--- config.mk ---
export PLATFORM = sky130hd
export DESIGN_NAME = flash_reset_sequencer
export DESIGN_NICKNAME = d
export VERILOG_FILES = /design/src/hdl/flash_reset_pkg.sv /design/src/hdl/pin_sync.sv /design/src/hdl/flash_reset_sequencer.sv
export VERILOG_INCLUDE_DIRS = /design/src /design/src/hdl
export SDC_FILE = /design/constraint.sdc
export NUM_CORES = 1
export LEC_CHECK = 0
export BUFFER_PORTS_ARGS = -buffer_cell sky130_fd_sc_hd__clkbuf_2
export CAP_MARGIN = 20
export CORE_MARGIN = 8
export CORE_UTILIZATION = 48
export DETAILED_ROUTE_END_ITERATION = 8
export GPL_TIMING_DRIVEN = 0
export PLACE_DENSITY = 0.75
export SLEW_MARGIN = 20
export SYNTH_ARGS = -nofsm -noshare
export SYNTH_HDL_FRONTEND = slang
export SYNTH_SLANG_ARGS = --single-unit
--- constraint.sdc ---
create_clock -name ref_clk_in -period 1.6 [get_ports ref_clk_in]
set_input_delay 0.32 -clock ref_clk_in [delete_from_list [all_inputs] [get_ports ref_clk_in]]
set_output_delay 0.32 -clock ref_clk_in [all_outputs]
set_load 0.005 [all_outputs]
--- src/hdl/flash_reset_params.svh ---
// constants for the software reset sequencer of the serial flash
// assumes the core clock runs at 125 MHz; link pins are asynchronous to it
// Notes on behaviour
// - accepted reset aborts work, restores defaults
// - reset clears all volatile settings
// - arm and execute work in both modes
// - execute only counts directly after arm
// - any other command disarms the sequence
// - no command accepted during recovery time
`ifndef FLASH_RESET_PARAMS_SVH
`define FLASH_RESET_PARAMS_SVH

`define OP_RESET_ARM 8'h66
`define OP_RESET_EXEC 8'h99
`define CLK_PERIOD_NS 8
`define RECOVERY_TIME_NS 30000
`define RECOVERY_CYCLES (`RECOVERY_TIME_NS / `CLK_PERIOD_NS)
`define STATUS_VOL_RESET 8'h00
`define READ_PARAM_RESET 8'h00
`define CONT_MODE_RESET 8'h00
`define WRAP_RESET 3'h7
`define WRAP_FIELD_HI 6
`define WRAP_FIELD_LO 4
`define BITS_PER_OP 3'h7
`define NIBBLES_PER_OP 3'h1

`endif

--- src/hdl/flash_reset_pkg.sv ---
// types shared by the reset sequencer files
// assumes flash_reset_params.svh supplies the numeric constants
`default_nettype none
package flash_reset_pkg;
	typedef enum logic [1:0] {
		st_idle,
		st_armed,
		st_recover
	} reset_state_t;
endpackage
`default_nettype wire

--- src/hdl/pin_sync.sv ---
// two-stage synchroniser for pins arriving from outside the core clock
// assumes the pins are quasi-static relative to 8 ns sampling
`default_nettype none
module pin_sync #(
	parameter int WIDTH = 1
) (
	// clock and reset
	input wire logic clk_in,
	input wire logic resetn_in,
	// pins
	input wire logic [WIDTH-1:0] async_in,
	output logic [WIDTH-1:0] sync_out
);
	logic [WIDTH-1:0] meta_q;

	// first stage is read only by the second
	always_ff @(posedge clk_in or negedge resetn_in) begin
		if (!resetn_in) begin
			meta_q <= '0;
			sync_out <= '0;
		end else begin
			meta_q <= async_in;
			sync_out <= meta_q;
		end
	end
endmodule
`default_nettype wire

--- src/hdl/flash_reset_sequencer.sv ---
// software reset sequencer: decodes instruction bytes from the serial link,
// tracks the arm/execute pair and owns the volatile settings it must clear
// assumes the link clock is far slower than ref_clk_in (160 ns vs 8 ns)
`include "flash_reset_params.svh"
`default_nettype none
module flash_reset_sequencer #(
	parameter int RECOVERY_CYCLES = `RECOVERY_CYCLES
) (
	// clock and reset
	input wire logic ref_clk_in,
	input wire logic resetn_in,
	// serial link from the host
	input wire logic link_clk_in,
	input wire logic chip_sel_n_in,
	input wire logic [3:0] link_io_in,
	// mode and volatile setting controls from the rest of the device
	input wire logic quad_lane_instruction_mode_in,
	input wire logic busy_in,
	input wire logic set_write_enable_in,
	input wire logic set_paused_in,
	input wire logic load_read_param_in,
	input wire logic load_cont_mode_in,
	input wire logic load_wrap_in,
	input wire logic [7:0] setting_data_in,
	input wire logic [7:0] status_vol_d_in,
	input wire logic load_status_vol_in,
	// status towards the rest of the device
	output logic reset_armed_out,
	output logic recovering_out,
	output logic abort_ops_out,
	output logic cmd_valid_out,
	output logic [7:0] cmd_byte_out,
	output logic write_enable_latch_out,
	output logic paused_operation_flag_out,
	output logic [7:0] read_parameter_bits_out,
	output logic [7:0] continuous_read_mode_bits_out,
	output logic [2:0] wrap_setting_bits_out,
	output logic [7:0] status_vol_out
);
	localparam int CNT_W = $clog2(RECOVERY_CYCLES + 1);

	logic [5:0] pins_s;
	logic clk_s, cs_n_s, clk_prev_q;
	logic [3:0] io_s;
	logic rise;
	logic [7:0] shift_q;
	logic [2:0] cnt_q;
	logic frame_done_q;
	logic op_done;
	logic [7:0] op_byte;
	flash_reset_pkg::reset_state_t state_q;
	logic [CNT_W-1:0] rec_q;
	logic accept;
	logic arm_hit;
	logic exec_hit;

	// compare a decoded byte with one opcode; the tracker and the abort pulse share it
	function automatic logic op_is(input logic [7:0] got, input logic [7:0] code);
		op_is = (got == code);
	endfunction

	// shift one bit or one nibble into the instruction byte
	function automatic logic [7:0] shift_in(input logic [7:0] cur, input logic quad,
		input logic [3:0] io);
		shift_in = quad ? {cur[3:0], io} : {cur[6:0], io[0]};
	endfunction

	// pins are asynchronous, so everything goes through two flops
	// the chip select stage resets to selected; harmless, since the clock stage
	// resets low and no rising edge can be seen until a real one arrives
	pin_sync #(.WIDTH(6)) u_sync (
		.clk_in(ref_clk_in),
		.resetn_in(resetn_in),
		.async_in({link_clk_in, chip_sel_n_in, link_io_in}),
		.sync_out(pins_s)
	);
	assign clk_s = pins_s[5];
	assign cs_n_s = pins_s[4];
	assign io_s = pins_s[3:0];
	assign rise = clk_s & ~clk_prev_q & ~cs_n_s;

	// edge detector on the synchronised link clock
	always_ff @(posedge ref_clk_in or negedge resetn_in) begin
		if (!resetn_in) begin
			clk_prev_q <= 1'b0;
		end else begin
			clk_prev_q <= clk_s;
		end
	end

	// only the first byte of a frame is the instruction; both widths decode
	assign op_byte = shift_in(shift_q, quad_lane_instruction_mode_in, io_s);
	assign op_done = rise && !frame_done_q &&
		(cnt_q == (quad_lane_instruction_mode_in ? `NIBBLES_PER_OP : `BITS_PER_OP));
	// commands arriving while recovering are dropped entirely, not queued
	assign accept = op_done && (state_q != flash_reset_pkg::st_recover);
	// opcode hits on an accepted byte only, so refused bytes never arm or execute
	assign arm_hit = accept && op_is(op_byte, `OP_RESET_ARM);
	assign exec_hit = accept && op_is(op_byte, `OP_RESET_EXEC);

	// instruction shifter, restarted by every chip select
	// bits past the first byte are ignored, so address or data never decode as opcodes
	always_ff @(posedge ref_clk_in or negedge resetn_in) begin
		if (!resetn_in) begin
			shift_q <= 8'h00;
			cnt_q <= 3'h0;
			frame_done_q <= 1'b0;
		end else if (cs_n_s) begin
			cnt_q <= 3'h0;
			frame_done_q <= 1'b0;
		end else if (rise && !frame_done_q) begin
			shift_q <= op_byte;
			cnt_q <= cnt_q + 3'h1;
			frame_done_q <= op_done;
		end
	end

	// hand decoded instructions to the rest of the device
	always_ff @(posedge ref_clk_in or negedge resetn_in) begin
		if (!resetn_in) begin
			cmd_valid_out <= 1'b0;
			cmd_byte_out <= 8'h00;
		end else begin
			cmd_valid_out <= accept;
			if (accept) begin
				cmd_byte_out <= op_byte;
			end
		end
	end

	// arm/execute tracking; an execute takes effect only right after arm
	always_ff @(posedge ref_clk_in or negedge resetn_in) begin
		if (!resetn_in) begin
			state_q <= flash_reset_pkg::st_idle;
			rec_q <= '0;
		end else begin
			case (state_q)
				flash_reset_pkg::st_idle: begin
					if (arm_hit) begin
						state_q <= flash_reset_pkg::st_armed;
					end
				end
				flash_reset_pkg::st_armed: begin
					if (exec_hit) begin
						state_q <= flash_reset_pkg::st_recover;
						rec_q <= CNT_W'(RECOVERY_CYCLES - 1);
					end else if (accept && !arm_hit) begin
						state_q <= flash_reset_pkg::st_idle;
					end
				end
				flash_reset_pkg::st_recover: begin
					// leaves disarmed, so a lone execute afterwards does nothing
					if (rec_q == '0) begin
						state_q <= flash_reset_pkg::st_idle;
					end else begin
						rec_q <= rec_q - CNT_W'(1);
					end
				end
				default: begin
					state_q <= flash_reset_pkg::st_idle;
				end
			endcase
		end
	end

	// status outputs, registered for clean timing
	always_ff @(posedge ref_clk_in or negedge resetn_in) begin
		if (!resetn_in) begin
			reset_armed_out <= 1'b0;
			recovering_out <= 1'b0;
			abort_ops_out <= 1'b0;
		end else begin
			reset_armed_out <= (state_q == flash_reset_pkg::st_armed);
			recovering_out <= (state_q == flash_reset_pkg::st_recover);
			// one pulse that aborts program/erase; busy_in is not consulted
			// because that check belongs to the host
			abort_ops_out <= (state_q == flash_reset_pkg::st_armed) && exec_hit;
		end
	end

	// volatile settings: cleared on power-up and throughout recovery
	// a set strobe landing during recovery is lost: the clear wins, because the
	// device accepts nothing until recovery ends
	always_ff @(posedge ref_clk_in or negedge resetn_in) begin
		if (!resetn_in) begin
			write_enable_latch_out <= 1'b0;
			paused_operation_flag_out <= 1'b0;
			read_parameter_bits_out <= `READ_PARAM_RESET;
			continuous_read_mode_bits_out <= `CONT_MODE_RESET;
			wrap_setting_bits_out <= `WRAP_RESET;
			status_vol_out <= `STATUS_VOL_RESET;
		end else if (state_q == flash_reset_pkg::st_recover) begin
			write_enable_latch_out <= 1'b0;
			paused_operation_flag_out <= 1'b0;
			read_parameter_bits_out <= `READ_PARAM_RESET;
			continuous_read_mode_bits_out <= `CONT_MODE_RESET;
			wrap_setting_bits_out <= `WRAP_RESET;
			status_vol_out <= `STATUS_VOL_RESET;
		end else begin
			if (set_write_enable_in) begin
				write_enable_latch_out <= 1'b1;
			end
			if (set_paused_in && busy_in) begin
				paused_operation_flag_out <= 1'b1;
			end
			if (load_read_param_in) begin
				read_parameter_bits_out <= setting_data_in;
			end
			if (load_cont_mode_in) begin
				continuous_read_mode_bits_out <= setting_data_in;
			end
			if (load_wrap_in) begin
				wrap_setting_bits_out <= setting_data_in[`WRAP_FIELD_HI:`WRAP_FIELD_LO];
			end
			if (load_status_vol_in) begin
				status_vol_out <= status_vol_d_in;
			end
		end
	end
endmodule
`default_nettype wire

==> results_dict.tcl, run 1 <==
set metrics [dict create \
    status "complete, but fails checks" \
    fmax_mhz 561 \
    place_inst 439 \
    wl_per_cell_um 15.7 \
    clkSinkCount 79 \
    post-route-period-util_pct 111 \
    synth.net_count 324 \
    switching_power_uw 991 \
    antenna_found_initial 0 \
    num_rows 30 \
    grtUsageMet1_pct 19.7 \
    hold_viol 0 \
    min_period_ns 1.78 \
    synth-main-ff-cell "dfrtp_1" \
    sw_frac_of_total_pct 24.9 \
    synth_edf_count 0 \
    max_slew_margin_pct 58.5 \
    rr_endpoint "rec_q[1]" \
    area_growth_pct 29.1 \
    num_io_pins 73 \
    cts_buffers 9 \
    skew_ns 0.00922 \
    vdd_drop_max_uv 537 \
    netlist_top_cells_count "76 x dfrtp_1, 42 x nor2_1, 34 x mux2i_1" \
    required_ns 1.86 \
    p_seq_share_pct 53.3 \
    synthAdderAreaFrac_pct 1.13 \
    holdPathEnd "u_sync.meta_q[5]" \
    synthDistinctLibCells 46 \
    r2r-start "rec_q[3]" \
    cts-root-buf "clkbuf_8" \
    synthMuxAreaShare_pct 11.3 \
    power.total_mw 3.98 \
    grt_pass1_vias 2647 \
    violations "negative setup slack" \
    critical_path_class "reg -> reg" \
    power_frac_clock_pct 39.0 \
    hp-class "in -> reg" \
    setup_ws_ns -0.182 \
    rsz0062_at_grt "true" \
    viasPerCell 5.33 \
    portBuffers 69 \
    fin_util_pct 63.5 \
    cp.arrival_ns 2.04 \
    synthTopCellsByArea "dfrtp_1 57%, mux2i_1 10%, nor2_1 4.7%" \
    ys_ff_latch 79 \
    dp_hpwl_um 5090 \
    clk_path_buf_depth 2 \
    clk_pin_slew_ns 0.09 \
    synth.largest_area_cell "dfrtp_1" \
    hold_depth 1 \
    worstRegToRegCells 5 \
    power.density_mw_per_mm2 928 \
    synth-compound-area-share_pct 7.72 \
    num_vias 2534 \
    gp_congestion 0.855 \
    placed_area_mm2 0.00381 \
    ant_nets 0 \
    setup_violations 14 \
    dpl_worst_slack_ns -0.312 \
    hp-start "link_clk_in" \
    overflow 0 \
    netlist_area_mm2 0.00332 \
    worst_slew_pin_slew_ns 0.623 \
    first_iter_violations 102 \
    use_met3_pct 6.91 \
    num_antenna_cells 0 \
    layout.nets 425 \
    die_x_um 99.2 \
    drt_pre_antenna_iters 4 \
    crit_path_start_kind "register" \
    initial_utilization_pct 49.2 \
    ys_seq_area_share_pct 59.6 \
    drc_errors 0 \
    end_kind "register" \
    grt_pass1_wl_um 12400 \
    setup_tns_ns -1.64 \
    comb_power_share_pct 7.7 \
    synth_top_area_share_pct 57.2 \
    clock_latency_ns 0.34 \
    p_int_mw 2.99 \
    cap_violations 0 \
    synthSimpleGateAreaFrac_pct 17.5 \
    synthArstFlopShare_pct 100 \
    leakagePower_nw 2.06 \
    use_met2_pct 22.7 \
    crit_fanout 6 \
    cts.htree.levels 3 \
    grt-busiest-layer "met2" \
    rrSetupSlack_ns -0.18 \
    yosysMostFrequentCell "dfrtp_1" \
    wl_um 7460 \
    hold_ws_ns 0.0807 \
    chipHeight_um 99.2 \
    yosys_warnings 0 \
    grt_max_degree 51 \
    synth_xor_area_share_pct 0.264 \
    drv_slew 0 \
    cts_tree "done" \
    final_layout_size_suffix_gt1_share_pct 39.0 \
    grt_usage_pct 15.6 \
    placeableCoreArea_mm2 0.00676 \
    dieArea_mm2 0.00984 \
    fin_cells 475 \
    synth_top_family_by_area "simple AND/OR/NAND/NOR gates" \
    finalInstanceArea_mm2 0.00429 \
    syn_area_per_cell_um2 11.5 \
    syn_inst 289 \
]
metal layers:
metal	wire length, um	up-vias
met1	3240	1206
met2	3370	98
met4	111	0
li1	-	1218
met3	731	12
met5	0	-
sequential cells by signal, summed over array words and instances, names as in the netlist, 6 cells and up:
signal and flops:
u_sync.meta_q 6, cmd_byte_out 8, status_vol_out 8, rec_q 12
continuous_read_mode_bits_out 8, shift_q 7, u_sync.sync_out 6, read_parameter_bits_out 8
cells by family (layout without fill, tap and decap cells):
| kind of cell | after synthesis | count (layout) |
|---|---|---|
| AO/OA/AOI/OAI | 42 | 42 |
| XOR/XNOR | 1 | 1 |
| adder cells (fa/ha/maj) | 3 | 3 |
| buffers and inverters | 18 | 124 |
| flip-flops | 79 | 79 |
| multiplexers | 37 | 37 |
| AND/OR/NAND/NOR | 109 | 109 |
how the worst max path moves through the flow:
stage                                  start                               end  slack, ns
final                               rec_q[3]                          rec_q[1]      -0.18
after global routing                rec_q[5]                          rec_q[1]      -0.25
after CTS                         shift_q[4]                          rec_q[1]      -0.16
after detailed placement  u_sync.sync_out[4]                          rec_q[1]      -0.31
after global placement             resetn_in  continuous_read_mode_bits_out[0]      -0.51
after floorplan                   shift_q[2]                          rec_q[1]       -0.1
worst max-delay path, stage by stage (launching register included):
cell and delay, ns:
dfrtp_1 0.45, or4_4 0.54, nor4_4 0.31, buf_4 0.20
o21ai_0 0.09, o22ai_2 0.12
layout by cell type (no fill, tap or decap), drive strengths merged, types with 4 or more instances in the layout:
master	netlist	final
nor3	4	4
nand3	6	6
nor2	42	42
mux2i	34	34
inv	4	6
or3	6	6
dfrtp	76	76
clkinv	2	4
o21ai	15	15
nand2	20	20
clkbuf	4	83
buf	8	28
or4	5	5
a21oi	17	17
power by group through the flow:
stage	clock (mW)	sequential [mW]	combinational, mW
after CTS	1.59	2.12	0.309
after detailed placement	0	2.17	0.267
after global routing	1.67	2.13	0.346
after floorplan	0	2.14	0.153
after global placement	0	2.16	0.248
final	1.55	2.12	0.308
final cells by class:
| class | instances | area [um^2] |
|---|---|---|
| clock inverter | 6 | 76.3 |
| fill | 544 | 2470 |
| multi-input combinational | 192 | 1350 |
| tap | 80 | 100 |
| buffer | 11 | 70.1 |
| sequential | 79 | 1980 |
| timing repair buffer | 91 | 538 |
| inverter | 6 | 38.8 |
| clock buffer | 10 | 138 |
what timing repair did:
action                     4_1_cts  5_1_grt
hold buffers                     1        0
pin swaps                        5       19
setup endpoints to repair       29       47
cloned                           1        2
buffers inserted                12        5
gates resized for setup          9       44
hold endpoints to repair        27        0
Note: power is estimated with default switching activity, not from simulation.
==> run 2: changes to the inputs <==
--- a/config.mk
+++ b/config.mk
@@ -7,7 +7,7 @@
 export NUM_CORES = 1
 export LEC_CHECK = 0
 export BUFFER_PORTS_ARGS = -buffer_cell sky130_fd_sc_hd__clkbuf_2
-export CAP_MARGIN = 20
+export CORE_ASPECT_RATIO = 1.5
 export CORE_MARGIN = 8
 export CORE_UTILIZATION = 48
 export DETAILED_ROUTE_END_ITERATION = 8
==> constraint.sdc (replaced) <==
create_clock -name ref_clk_in -period 1.6 [get_ports ref_clk_in]
set_input_delay 0.32 -clock ref_clk_in [delete_from_list [all_inputs] [get_ports ref_clk_in]]
set_output_delay 0.32 -clock ref_clk_in [all_outputs]
set_load 0.02 [all_outputs]
==> results_dict.tcl, run 2 (synthesis gave the netlist of run 1 again) <==
set metrics [dict create \
    overflow 0 \
    crit_path_start_kind "register" \
    num_antenna_cells 0 \
    fmax_mhz 563 \
    status "complete, but fails checks" \
    required_ns 1.83 \
    initial_utilization_pct 48.8 \
    viasPerCell 5.33 \
    area_growth_pct 33.1 \
    setup_violations 16 \
    dpl_worst_slack_ns -0.289 \
    crit_fanout 5 \
    setup_tns_ns -1.42 \
    ant_nets 0 \
    portBuffers 69 \
    cts_tree "done" \
    chipHeight_um 118 \
    num_rows 37 \
    num_vias 2573 \
    clock_latency_ns 0.34 \
    cp_top_family "simple AND/OR/NAND/NOR gates" \
    grt_pass1_vias 2679 \
    drt_pre_antenna_iters 4 \
    grt_max_degree 56 \
    nFillCells 513 \
    layout_common_cells "73 x dfrtp_1, 68 x clkbuf_2, 42 x nor2_1" \
    mostFrequentLayoutCell "dfrtp_1" \
    end_kind "register" \
    drv_slew 0 \
    worstRegToRegCells 5 \
    cp_num_buf_inv 1 \
    cpMaxStageDelayCell "or4_4" \
    grt_usage_pct 15.3 \
    max_slew_margin_pct 58.9 \
    vdd_drop_max_uv 779 \
    post-route-period-util_pct 111 \
    min_period_ns 1.78 \
    layout.nets 436 \
    dieArea_mm2 0.00990 \
    final_layout_size_suffix_gt1_share_pct 42.5 \
    setup_ws_ns -0.175 \
    wl_per_cell_um 16.2 \
    skew_ns 0.00757 \
    cts-root-buf "clkbuf_8" \
    placed_area_mm2 0.00381 \
    critical_path_class "reg -> reg" \
    power.density_mw_per_mm2 883 \
    first_iter_violations 185 \
    hold_depth 1 \
    placeableCoreArea_mm2 0.00681 \
    worstSetupPathDepth 5 \
    clk_pin_slew_ns 0.08 \
    cts_buffers 9 \
    wl_um 7830 \
    regMostFlops "rec_q" \
    clkSinkCount 79 \
    die_x_um 83.9 \
    violations "negative setup slack" \
    rsz0062_at_grt "true" \
    finalInstanceArea_mm2 0.00442 \
    num_io_pins 73 \
    cap_violations 0 \
    cts.htree.levels 3 \
    power.total_mw 3.90 \
    dp_hpwl_um 5070 \
    drc_errors 0 \
    slowest_delay_ns 0.57 \
    grt_pass1_wl_um 12500 \
    antenna_found_initial 0 \
    worstPathCellList "or4_4, nor4_4, buf_4, or3_4, a21oi_2" \
    clk_path_buf_depth 2 \
    worst_slew_pin_slew_ns 0.617 \
    hp-class "in -> reg" \
    cp.arrival_ns 2.00 \
    largest_register_ffs 12 \
    hold_viol 0 \
    leakagePower_nw 2.13 \
    gp_congestion 0.887 \
]
==> run 2: changes by cell type in the layout (fill, tap and decap cells not counted), sizes merged <==
cell      change
clkbuf        -1
inv           -1
buf          +13
clkinvlp      +1
clkinv        -2
==> run 2: repair_timing <==
item,in CTS,in global routing
gates cloned,2,1
gates resized for setup,20,46
setup endpoints to repair,29,46
endpoints found under the hold margin,24,0
hold buffers,1,0
buffers inserted,12,15
pin swaps,8,19
==> run 2: final timing paths <==
| path | to | slack [ns] | from |
|---|---|---|---|
| max | rec_q[4] | -0.18 | rec_q[5] |
| min | u_sync.meta_q[0] | 0.08 | link_io_in[0] |
| max reg2reg | rec_q[4] | -0.18 | rec_q[5] |
| min reg2reg | u_sync.sync_out[1] | 0.35 | u_sync.meta_q[1] |
| max in group asynchronous | wrap_setting_bits_out[2] | 0.55 | resetn_in |
| min in group asynchronous | recovering_out | 0.44 | resetn_in |
==> run 2: stage by stage <==
stage	utilization, %	hold slack, ns	instances
2_1_floorplan	-	0.0244	289
3_3_place_gp	55.5	0.333	436
3_5_place_dp	56.0	0.286	437
4_1_cts	61.3	0.0546	467
5_1_grt	65.0	0.0486	483
6_report	65.0	0.0753	483
==> run 2: final cells by class <==
class,instances,area [um^2],share of cell area [%]
Sequential cell,79,1980,44.9
Buffer,12,78.8,1.78
Timing Repair Buffer,101,619,14.0
Clock buffer,11,141,3.20
Inverter,6,38.8,0.877
Clock inverter,4,55.1,1.25
Tap cell,78,97.6,2.21
Multi-Input combinational cell,192,1410,31.8
==> run 2: power breakdown <==
group          switching [mW]  total (mW)  internal [mW]
Sequential             0.0627        2.12           2.06
Combinational           0.165       0.316          0.152
Clock                   0.703        1.47          0.764
==> run 2: worst reg2reg max path: stages, from the launching register on <==
cell and delay, ns:
dfrtp_1 0.41, or4_4 0.57, nor4_4 0.29, buf_4 0.20, or3_4 0.13, a21oi_2 0.05
==> run 2: per-layer routing <==
metal / vias to the layer above / GRT usage (%) / wire (um) / part of all wire (%)
li1: 1243 / - / - / -
met1: 1243 / 17.5 / 3140 / 40
met2: 81 / 24.6 / 4100 / 52
met3: 6 / 5.75 / 477 / 6.1
met4: 0 / 7.05 / 106 / 1.4
met5: - / 0 / 0 / 0
